`src/shared/mwd_params.svh`:
```
// constants for the manchester wide-band data receiver
`ifndef MWD_PARAMS_SVH
`define MWD_PARAMS_SVH
`define MWD_CLK_MHZ    10
`define MWD_BIT_US     100
`define MWD_BIT_CYC    (`MWD_BIT_US * `MWD_CLK_MHZ)
`define MWD_BYTE_BITS  8
`define MWD_BYTE_US    800
`define MWD_PH_W       10
`define MWD_ADDR_W     8
`define MWD_OFF_DATA   8'h00
`define MWD_OFF_CTRL   8'h04
`define MWD_OFF_STAT   8'h08
`define MWD_CTRL_EN    0
`define MWD_CTRL_LOCK  1
`define MWD_CTRL_BW_LO 2
`define MWD_CTRL_BW_HI 4
`define MWD_CTRL_RST   5'h00
`define MWD_STAT_IRQ   0
`define MWD_STAT_SYNC  1
`define MWD_CLR_BIT    0
`define MWD_BW_MAX     3'h6
`endif

```
`src/shared/mwd_pkg.sv`:
```
// types and helpers for the manchester wide-band data receiver
package mwd_pkg;
  typedef enum logic [1:0] {
    SYNC_OFF  = 2'b00,
    SYNC_FAST = 2'b01,
    SYNC_LOCK = 2'b10
  } mwd_sync_type;

  typedef enum logic [1:0] {
    SEL_DATA = 2'b00,
    SEL_CTRL = 2'b01,
    SEL_STAT = 2'b10,
    SEL_NONE = 2'b11
  } mwd_sel_type;

  // wider loop bandwidth means a smaller shift of the phase error
  function automatic logic [2:0] mwd_bw_shift(input logic [2:0] bw);
    logic [2:0] b;
    b = (bw > 3'h6) ? 3'h6 : bw;
    return 3'h6 - b;
  endfunction
endpackage

```
`src/shared/mwd_bit_if.sv`:
```
// carrier between clock recovery, byte assembly and the register block
`timescale 1ns/100ps
interface mwd_bit_if;
  logic       en;
  logic       lock_sel;
  logic [2:0] bw;
  logic       bit_valid;
  logic       bit_val;
  logic       synced;
  logic       byte_stb;
  logic [7:0] byte_data;
  modport rec (input en, lock_sel, bw, output bit_valid, bit_val, synced);
  modport asm (input en, bit_valid, bit_val, output byte_stb, byte_data);
endinterface

```
`src/design/mwd_assem.sv`:
```
// packs decoded bits into bytes, first bit in the low position
`timescale 1ns/100ps
module mwd_assem #(
  parameter int NBITS = 8
) (
  // clock and reset
  input wire logic clock,
  input wire logic rst,
  // carrier
  mwd_bit_if.asm   bif
);
  logic [2:0] cnt_r;
  logic [7:0] sh_r;
  logic       stb_r;
  logic [7:0] data_r;
  wire  [7:0] sh_nxt = {bif.bit_val, sh_r[7:1]};
  wire        full_w = bif.bit_valid && (cnt_r == 3'(NBITS - 1));

  always_ff @(posedge clock or posedge rst) begin
    if (rst) begin
      cnt_r  <= 3'h0;
      sh_r   <= 8'h00;
      stb_r  <= 1'b0;
      data_r <= 8'h00;
    end else begin
      cnt_r  <= !bif.en ? 3'h0 : bif.bit_valid ? cnt_r + 3'h1 : cnt_r;
      sh_r   <= bif.bit_valid ? sh_nxt : sh_r;
      stb_r  <= bif.en && full_w;
      data_r <= full_w ? sh_nxt : data_r;
    end
  end

  assign bif.byte_stb  = stb_r;
  assign bif.byte_data = data_r;
endmodule // mwd_assem

```
`src/design/mwd_clkrec.sv`:
```
// bit clock recovery and manchester to nrz decoding
`timescale 1ns/100ps
`include "mwd_params.svh"
module mwd_clkrec #(
  parameter int BIT_CYC = `MWD_BIT_CYC,
  parameter int PH_W    = `MWD_PH_W
) (
  // clock and reset
  input wire logic clock,
  input wire logic rst,
  // sliced discriminator output
  input wire logic line_in,
  // carrier
  mwd_bit_if.rec   bif
);
  localparam logic [PH_W-1:0] HALF = PH_W'(BIT_CYC / 2);
  localparam logic [PH_W-1:0] QTR  = PH_W'(BIT_CYC / 4);
  localparam logic [PH_W-1:0] LAST = PH_W'(BIT_CYC - 1);
  localparam logic [PH_W-1:0] BNDH = PH_W'(BIT_CYC - BIT_CYC / 4);

  logic                    line_r;
  logic                    line_d_r;
  logic [PH_W-1:0]         ph_r;
  logic [PH_W-1:0]         ph_nxt;
  logic                    first_r;
  logic                    got_r;
  logic                    seen_r;
  logic                    bit_v_r;
  logic                    bit_r;
  mwd_pkg::mwd_sync_type   mode_r;
  mwd_pkg::mwd_sync_type   mode_nxt;
  wire                     edge_w = line_r ^ line_d_r;
  wire                     mid_w  = (ph_r >= QTR) && (ph_r < BNDH);
  wire                     end_w  = (ph_r == LAST);
  wire signed [PH_W:0]     err_w  = $signed({1'b0, ph_r}) -
                                    $signed({1'b0, HALF});
  wire signed [PH_W:0]     corr_w = err_w >>> mwd_pkg::mwd_bw_shift(bif.bw);
  wire signed [PH_W:0]     adj_w  = $signed({1'b0, ph_r}) - corr_w +
                                    $signed({{PH_W{1'b0}}, 1'b1});
  wire [PH_W-1:0]          wrap_w = end_w ? '0 : ph_r + 1'b1;
  // fast mode jumps on any mid edge, or on any edge once sync is lost
  wire acc_fast_w = edge_w && (mid_w || !seen_r);
  // lock mode trusts only edges where the loop expects the mid point
  wire acc_lock_w = edge_w && mid_w;
  wire acc_w = (mode_r == mwd_pkg::SYNC_FAST) ? acc_fast_w :
               (mode_r == mwd_pkg::SYNC_LOCK) ? acc_lock_w : 1'b0;

  assign mode_nxt = !bif.en ? mwd_pkg::SYNC_OFF :
                    bif.lock_sel ? mwd_pkg::SYNC_LOCK : mwd_pkg::SYNC_FAST;

  always_comb begin
    case (mode_r)
      mwd_pkg::SYNC_OFF:  ph_nxt = '0;
      mwd_pkg::SYNC_FAST: ph_nxt = acc_fast_w ? HALF + 1'b1 : wrap_w;
      mwd_pkg::SYNC_LOCK: ph_nxt = acc_lock_w ? adj_w[PH_W-1:0] : wrap_w;
      default:            ph_nxt = '0;
    endcase
  end

  always_ff @(posedge clock or posedge rst) begin
    if (rst) begin
      line_r   <= 1'b0;
      line_d_r <= 1'b0;
      ph_r     <= '0;
      mode_r   <= mwd_pkg::SYNC_OFF;
      first_r  <= 1'b0;
      got_r    <= 1'b0;
      seen_r   <= 1'b0;
      bit_v_r  <= 1'b0;
      bit_r    <= 1'b0;
    end else begin
      line_r   <= line_in;
      line_d_r <= line_r;
      ph_r     <= ph_nxt;
      mode_r   <= mode_nxt;
      first_r  <= (ph_r == QTR) ? line_r : first_r;
      got_r    <= end_w ? 1'b0 : (got_r | acc_w);
      seen_r   <= (mode_r == mwd_pkg::SYNC_OFF) ? 1'b0 :
                  end_w ? (got_r | acc_w) : seen_r;
      bit_v_r  <= (mode_r != mwd_pkg::SYNC_OFF) && end_w;
      // high first half is a 0, low first half a 1: line xor clock
      bit_r    <= end_w ? ~first_r : bit_r;
    end
  end

  assign bif.bit_valid = bit_v_r;
  assign bif.bit_val   = bit_r;
  assign bif.synced    = seen_r;
endmodule // mwd_clkrec

```
`src/design/mwd_receiver.sv`:
```
// manchester wide-band data receiver with dsp and mcu apb ports
`timescale 1ns/100ps
`include "mwd_params.svh"
module mwd_receiver #(
  parameter int BIT_CYC = `MWD_BIT_CYC
) (
  // clock and reset
  input  wire logic        CLOCK,
  input  wire logic        RST,
  // sliced manchester line
  input  wire logic        LINE_IN,
  // dsp apb slave
  input  wire logic        D_PSEL,
  input  wire logic        D_PENABLE,
  input  wire logic        D_PWRITE,
  input  wire logic [7:0]  D_PADDR,
  input  wire logic [31:0] D_PWDATA,
  output logic      [31:0] D_PRDATA,
  output logic             D_PREADY,
  output logic             D_PSLVERR,
  // mcu apb slave
  input  wire logic        M_PSEL,
  input  wire logic        M_PENABLE,
  input  wire logic        M_PWRITE,
  input  wire logic [7:0]  M_PADDR,
  input  wire logic [31:0] M_PWDATA,
  output logic      [31:0] M_PRDATA,
  output logic             M_PREADY,
  output logic             M_PSLVERR,
  // data interrupts, active high levels
  output logic             DSP_IRQ,
  output logic             MCU_IRQ
);
  function automatic mwd_pkg::mwd_sel_type dec(input logic [7:0] a);
    case (a)
      `MWD_OFF_DATA: return mwd_pkg::SEL_DATA;
      `MWD_OFF_CTRL: return mwd_pkg::SEL_CTRL;
      `MWD_OFF_STAT: return mwd_pkg::SEL_STAT;
      default:       return mwd_pkg::SEL_NONE;
    endcase
  endfunction

  mwd_bit_if bif ();

  // index 0 is the dsp port, index 1 the mcu port
  logic [1:0]            psel;
  logic [1:0]            pen;
  logic [1:0]            pwr;
  logic [7:0]            paddr   [2];
  logic [31:0]           pwdata  [2];
  logic [31:0]           prdata_r[2];
  logic [31:0]           rd_nxt  [2];
  mwd_pkg::mwd_sel_type  sel     [2];
  logic [1:0]            setup;
  logic [1:0]            acc;
  logic [1:0]            rd_data;
  logic [1:0]            wr_ctrl;
  logic [1:0]            wr_clr;
  logic [1:0]            irq_r;
  logic [1:0]            irq_nxt;
  logic [1:0]            late_r;
  logic [4:0]            ctrl_r;
  logic [4:0]            ctrl_nxt;
  logic [7:0]            data_r;

  assign psel      = {M_PSEL, D_PSEL};
  assign pen       = {M_PENABLE, D_PENABLE};
  assign pwr       = {M_PWRITE, D_PWRITE};
  assign paddr[0]  = D_PADDR;
  assign paddr[1]  = M_PADDR;
  assign pwdata[0] = D_PWDATA;
  assign pwdata[1] = M_PWDATA;

  for (genvar p = 0; p < 2; p++) begin : g_port
    assign sel[p]     = dec(paddr[p]);
    assign setup[p]   = psel[p] && !pen[p];
    assign acc[p]     = psel[p] && pen[p];
    assign rd_data[p] = acc[p] && !pwr[p] &&
                        (sel[p] == mwd_pkg::SEL_DATA);
    assign wr_ctrl[p] = acc[p] && pwr[p] && (sel[p] == mwd_pkg::SEL_CTRL);
    assign wr_clr[p]  = acc[p] && pwr[p] && (sel[p] == mwd_pkg::SEL_STAT) &&
                        pwdata[p][`MWD_CLR_BIT];
    // a byte that lands after the setup capture keeps its interrupt,
    // since the reader got the older byte
    assign irq_nxt[p] = bif.byte_stb ||
                        (irq_r[p] && !(rd_data[p] && !late_r[p])
                         && !wr_clr[p]);
    always_comb begin
      case (sel[p])
        mwd_pkg::SEL_DATA: rd_nxt[p] = {24'h000000, data_r};
        mwd_pkg::SEL_CTRL: rd_nxt[p] = {27'h0000000, ctrl_r};
        mwd_pkg::SEL_STAT: rd_nxt[p] = {30'h00000000, bif.synced, irq_r[p]};
        default:           rd_nxt[p] = 32'h00000000;
      endcase
    end
    always_ff @(posedge CLOCK or posedge RST) begin
      if (RST) begin
        prdata_r[p] <= 32'h00000000;
        irq_r[p]    <= 1'b0;
        late_r[p]   <= 1'b0;
      end else begin
        prdata_r[p] <= setup[p] ? rd_nxt[p] : prdata_r[p];
        irq_r[p]    <= irq_nxt[p];
        late_r[p]   <= bif.byte_stb || (late_r[p] && !setup[p]);
      end
    end
  end

  // simultaneous writes: the dsp port takes precedence
  assign ctrl_nxt = wr_ctrl[0] ? pwdata[0][4:0] :
                    wr_ctrl[1] ? pwdata[1][4:0] : ctrl_r;

  always_ff @(posedge CLOCK or posedge RST) begin
    if (RST) begin
      ctrl_r <= `MWD_CTRL_RST;
      data_r <= 8'h00;
    end else begin
      ctrl_r <= ctrl_nxt;
      data_r <= bif.byte_stb ? bif.byte_data : data_r;
    end
  end

  // only the enable bit gates the decoder; no receive path is consulted
  assign bif.en       = ctrl_r[`MWD_CTRL_EN];
  assign bif.lock_sel = ctrl_r[`MWD_CTRL_LOCK];
  assign bif.bw       = ctrl_r[`MWD_CTRL_BW_HI:`MWD_CTRL_BW_LO];

  mwd_clkrec #(
    .BIT_CYC (BIT_CYC),
    .PH_W    (`MWD_PH_W)
  ) u_clkrec (
    .clock   (CLOCK),
    .rst     (RST),
    .line_in (LINE_IN),
    .bif     (bif)
  );

  mwd_assem #(
    .NBITS (`MWD_BYTE_BITS)
  ) u_assem (
    .clock (CLOCK),
    .rst   (RST),
    .bif   (bif)
  );

  // zero wait states: read data is captured in the setup cycle
  assign D_PRDATA  = prdata_r[0];
  assign M_PRDATA  = prdata_r[1];
  assign D_PREADY  = 1'b1;
  assign M_PREADY  = 1'b1;
  assign D_PSLVERR = acc[0] && (sel[0] == mwd_pkg::SEL_NONE);
  assign M_PSLVERR = acc[1] && (sel[1] == mwd_pkg::SEL_NONE);
  assign DSP_IRQ   = irq_r[0];
  assign MCU_IRQ   = irq_r[1];
endmodule // mwd_receiver

```
`config.mk`:
```
export PLATFORM = sky130hd
export DESIGN_NAME = mwd_receiver
export DESIGN_NICKNAME = d
export VERILOG_FILES = /design/src/shared/mwd_pkg.sv /design/src/shared/mwd_bit_if.sv /design/src/design/mwd_assem.sv /design/src/design/mwd_clkrec.sv /design/src/design/mwd_receiver.sv
export VERILOG_INCLUDE_DIRS = /design/src /design/src/shared
export SDC_FILE = /design/constraint.sdc
export NUM_CORES = 1
export LEC_CHECK = 0
export BUFFER_PORTS_ARGS = -buffer_cell sky130_fd_sc_hd__buf_2
export CAP_MARGIN = 5
export CORE_MARGIN = 2
export CORE_UTILIZATION = 50
export DETAILED_ROUTE_END_ITERATION = 10
export PLACE_DENSITY_LB_ADDON = 0.08
export SLEW_MARGIN = 20
export SYNTH_ARGS = -nofsm -noshare
export SYNTH_HDL_FRONTEND = slang
export SYNTH_SLANG_ARGS = --single-unit
```
`constraint.sdc`:
```
create_clock -name CLOCK -period 5 [get_ports CLOCK]
set_input_delay 1 -clock CLOCK [delete_from_list [all_inputs] [get_ports CLOCK]]
set_output_delay 1 -clock CLOCK [all_outputs]
set_load 0.005 [all_outputs]
```
Word-level counts from Yosys, hierarchy flattened
Cells that the tools add are included.
W data, S select, Z words.
Cells by class
  $add $sub $neg: 6
  order comparisons: 3
  equal/unequal tests: 16
  shift operators: 1
  multiplexer cells: 20
  bitwise operators: 3
  reduce and logical (&&, ||, !) cells: 58
Operator list (number)
  $pmux W8 S3: 2
  $logic_and A1 B1 Y1: 32
  $mux W10: 3
  $pmux W10 S2: 1
  $eq A8 B3 Y1 const B: 2
  $eq A8 B4 Y1 const B: 2
  $logic_not A8 Y1: 2
  $logic_not A1 Y1: 13
  $pmux W2 S3: 2
  $sshr A11 B3 Y10: 1
  $sub A10 B9 Y11 const B: 1
  $add A10 B1 Y10 const B: 1
  $add A10 B2 Y10 const B: 1
  $eq A10 B10 Y1 const B: 1
  $eq A10 B8 Y1 const B: 1
  $eq A2 B2 Y1 const B: 5
  $ge A10 B8 Y1 const B: 1
  $lt A10 B10 Y1 const B: 1
  $mux W5: 2
  $sub A10 B10 Y10: 1
  $mux W3: 3
  $eq A2 B1 Y1 const B: 3
  $logic_not A2 Y1: 3
  $reduce_bool A2 Y1: 3
  other kinds (11): 20
Word-level totals
  register bits: 120
  output and inout port bits: 70

Depth between registers and ports, before layout
  depth after elaboration: 9
  mapped depth: 21

Hierarchy
Synthesis repeated with hierarchy kept, for this count alone.
Second synthesis, totals
  cell total of the unflattened synthesis: 514
  area, all modules: 4982.3 um^2
By module, submodules not included
  mwd_clkrec: instances 1, cells each 277, area an instance 2257.2 um^2, seq. area each 475.5 um^2
  mwd_receiver: instances 1, cells each 191, area an instance 1984.4 um^2, seq. area each 825.8 um^2
  mwd_assem: instances 1, cells each 46, area an instance 740.7 um^2, seq. area each 475.5 um^2

Least setup slack after synthesis
OpenSTA, ideal clock, no wires.
  path type: register to register
  start point: register ctrl_r[4]
  end point: register u_clkrec.ph_r[9]
  setup time: 77 ps
  arrival: 3769 ps
  path slack: 1154 ps
  stages on the path, launching flop included: 18
  path through: dfrtp_1 > buf_2 > a21boi_4 > buf_2 > buf_4 > ha_1 > xor2_1 > mux4_2 > ha_1 > ha_1 > inv_1 > fa_1 > nor2b_1 > o21ai_1 > a21oi_1 > o41ai_1 > xnor3_1 > a21oi_1
On the way
  cells in the longest elaborated chain, start to end: 8
RTL lines
  start, declared: line mwd_receiver.sv:62  | logic [4:0] ctrl_r;
  start signal, assigned: line mwd_receiver.sv:115  | ctrl_r <= `MWD_CTRL_RST;
  start signal, assigned: line mwd_receiver.sv:118  | ctrl_r <= ctrl_nxt;
  $gt A3 B3 Y1: line mwd_pkg.sv:19  | b = (bw > 3'h6) ? 3'h6 : bw;
  $mux W3 *: line mwd_pkg.sv:19
  $sub A3 B3 Y3 *: line mwd_pkg.sv:20  | return 3'h6 - b;
  $sshr A11 B3 Y10 *: line mwd_clkrec.sv:37  | wire signed [PH_W:0] corr_w = err_w >>> mwd_pkg::mwd_bw_shift(bif.bw);
  $sub A10 B10 Y10 *: line mwd_clkrec.sv:38  | wire signed [PH_W:0] adj_w = $signed({1'b0, ph_r}) - corr_w +
  $add A10 B2 Y10 *: line mwd_clkrec.sv:38
  $mux W10 *: line mwd_clkrec.sv:55  | mwd_pkg::SYNC_LOCK: ph_nxt = acc_lock_w ? adj_w[PH_W-1:0] : wrap_w;
  $pmux W10 S2 *: line mwd_clkrec.sv:52  | case (mode_r)
  net u_clkrec.ph_nxt[9]: line mwd_clkrec.sv:24  | logic [PH_W-1:0] ph_nxt;
  end signal, assigned: line mwd_clkrec.sv:74  | ph_r <= ph_nxt;
  end, declared: line mwd_clkrec.sv:23  | logic [PH_W-1:0] ph_r;
Mark *: on every way through the listed nets, which the timed path passes. The rest lies on a longest branch.
A chain may end at the register's enable or synchronous reset.

Worst setup path in the final report
  start point: register ctrl_r[2]
  end point: register u_clkrec.ph_r[8]
The elaborated chain is that of the path after synthesis.

==> impl_metrics.yaml <==
status:
  run_status: "complete, no violations"
finish:
  drive_gt1_frac: 0.2037
  area_delta_synth_final_pct: 6.191
  fill_cells: 916
  fin_cells: 727
  fin_nets: 710
  antenna_cells: 0
sta:
  fin_tns_setup_ns: 0
  worstMarginPinSlew_ns: 0.6848
  period_needed_ns: 4.562
  relSlewSlack: 0.5424
  fmax_mhz: 219.2
  drv_slew: 0
  skew_ns: 0.01057
  rsz0062_at_grt: "false"
  finalSetupViolations: 0
  period_share: 0.9124
  hold_violations: 0
floorplan:
  rows: 36
  coreArea_mm2: 0.009864
  io_pins: 159
  die_y_um: 105.3
  initial_core_util: 0.5204
  die_w_um: 105.3
  die_area_mm2: 0.01109
grt:
  grt.total_usage: 0.2125
  grt_pass1_vias: 3779
  grt_max_degree: 44
  grt_first_pass_wirelength_mm: 19.02
  antenna_found_initial: 0
  grt_overflow_total: 0
hold_path:
  whs_endpoint: "u_clkrec.bif.bit_val$_DFFE_PP0P_"
  holdPathStages: 1
  hp-start: "u_clkrec.first_r$_DFFE_PP0P_"
  min_path_type: "reg2reg"
setup_path:
  crit_slowest_cell: "a21boi_4"
  endpoint_kind: "flip-flop"
  start_kind: "flip-flop"
  r2r_start: "ctrl_r[2]$_DFFE_PP0P_"
  required_ns: 5.23
  crit_buf_inv: 0
  criticalPathCategory: "reg2reg"
  critPathArrivalTime_ns: 4.79
  reg2reg_depth: 14
  worstPathMaxFanout: 28
  crit_chain: "a21boi_4, nor2_1, a32o_1, nor3_1, mux2i_1, o21ai_0, ha_1, ha_1, a211oi_1, o21bai_1, a2111oi_0, nor3_1, xnor2_1, a21oi_1"
  rr_endpoint: "u_clkrec.ph_r[8]$_DFF_PP0_"
  crit_path_max_incr_delay_ns: 0.65
  ff2ff_setup_slack_ns: 0.44
  cp_top_family: "compound AO/OA/AOI/OAI gates"
synthesis:
  synth_edf_count: 0
  netlist.top_cell.by_area: "dfrtp_1"
  synth_top_cell_area_share: 0.3461
  synth_cells: 551
  synth_most_common_cell: "dfrtp_1"
  synth_ff_type: "dfrtp_1"
  synth_seq_cells: 71
  synthDistinctLibCells: 75
  synthArstFlopShare: 1.000
  yosysSeqAreaShare: 0.3461
  synth.top_cells.by_count: "71 x dfrtp_1, 53 x buf_4, 49 x nand2_1"
  syn-cell-area_mm2: 0.005134
  yosys-top-cells-area: "dfrtp_1 35%, buf_4 7.8%, ha_1 7.1%"
  ys_warn_count: 0
  avgSynthCellArea_um2: 9.317
clock_tree:
  clk_pin_slew_ns: 0.08
  cts-root-buf: "clkbuf_8"
  cts_buffer_depth: 2
  clkLatencyLatePin_ns: 0.34
  cts_made_buffers: 9
  clkSinkCount: 71
  cts_resized: 0
  cts_tree: "yes"
  cts_setup_buffers: 0
  htreeDepth: 3
  postCtsHoldBufs: 0
place:
  dp_cells: 713
  hpwl_mm: 8.624
  routabilityCongestion: 0.9324
  port_buffers: 54
power:
  finalPower_mw: 1.081
  combPwrFrac: 0.099
  irDropWorstVdd_uv: 128.4
  internal-power_mw: 0.7925
  power_density_mw_per_mm2: 198.4
  seq_power_share: 0.540
  leakage_nw: 2.635
  switching_share: 0.2672
  p_sw_mw: 0.2889
  clockPowerShare: 0.361
detailed_routing:
  drtAntennaViolNets: 0
  dr.pass1.iters: 5
  routed_via_density: 5.564
  num_vias: 4045
  drt_wl_total_mm: 11.38
  wl_per_cell_um: 15.65
  drt_iter0_drc: 262
  drc: 0
flow_run:
  drv_cap: 0
## routing by layer
layer,vias to the layer above,GRT usage,wire length [um]
li1,1938,-,-
met1,1958,0.3090,5545
met2,136,0.3286,5066
met3,13,0.03834,645
met4,0,0.05048,120
met5,-,0,0
## state kept, by name, summed over array words and instances (netlist names), 3 cells and up
register and cells:
u_clkrec.ph_r 10, D_PRDATA 8, M_PRDATA 8, data_r 8, u_assem.bif.byte_data 8, u_assem.sh_r 7, ctrl_r 5, u_assem.cnt_r 3
## worst max path at each step
stage                                            end  cells past startpoint  slack [ns]             startpoint
after floorplan           u_clkrec.ph_r[9]$_DFF_PP0_                     17        1.15  ctrl_r[4]$_DFFE_PP0P_
after global placement    u_clkrec.ph_r[8]$_DFF_PP0_                     14        0.59  ctrl_r[2]$_DFFE_PP0P_
after detailed placement  u_clkrec.ph_r[8]$_DFF_PP0_                     14        0.55  ctrl_r[2]$_DFFE_PP0P_
after CTS                 u_clkrec.ph_r[8]$_DFF_PP0_                     14        0.51  ctrl_r[2]$_DFFE_PP0P_
after global routing      u_clkrec.ph_r[8]$_DFF_PP0_                     14        0.12  ctrl_r[2]$_DFFE_PP0P_
final                     u_clkrec.ph_r[8]$_DFF_PP0_                     14        0.44  ctrl_r[2]$_DFFE_PP0P_
## power by group through the flow
stage          registers [mW]  logic [mW]  clock network (mW)
6_report                0.584       0.107               0.390
5_1_grt                 0.585       0.121               0.426
4_1_cts                 0.584       0.107               0.403
3_5_place_dp            0.595       0.106                   0
3_3_place_gp            0.595       0.105                   0
2_1_floorplan           0.592       0.104                   0
## logic make-up after synthesis
group / count (synthesis) / synth area share
xor gates and xnor gates: 18 / 0.03339
adders and majority gates: 30 / 0.07458
AOI/OAI and AO/OA: 128 / 0.1721
and+or+nand+nor: 149 / 0.1431
DFF: 71 / 0.3461
buffers and inverters: 100 / 0.1136
muxes: 53 / 0.1158
other: 2 / 0.001463
## stage by stage
step	util	area, um^2	setup WS, ns	hold WS (ns)
6_report	0.5526	5451	0.4381	0.4443
5_1_grt	0.5526	5451	0.1178	0.4723
4_1_cts	0.5526	5451	0.5058	0.4501
3_5_place_dp	0.5364	5291	0.5536	0.4387
3_3_place_gp	0.5364	5291	0.5914	0.4299
2_1_floorplan	-	5314	1.154	0.4116
## cell type report
type | instances | area (um^2) | share of cell area
Timing Repair Buffer | 60 | 315.3 | 0.05784
Multi-Input combinational cell | 428 | 2954 | 0.5419
Sequential cell | 71 | 1777 | 0.3259
Tap cell | 133 | 166.4 | 0.03053
Clock buffer | 9 | 123.9 | 0.02272
Clock inverter | 5 | 36.28 | 0.006656
Inverter | 21 | 78.83 | 0.01446
## layout by cell type (no fill, tap or decap), types with 13 or more instances in the layout
cell	instances
conb_1	50
nand2_1	49
mux2_2	27
mux2i_1	23
buf_2	54
ha_1	29
o21ai_0	33
xnor2_1	13
nor2_1	35
inv_1	20
a21oi_1	26
dfrtp_1	71
Power figures use the tool's default switching activity.
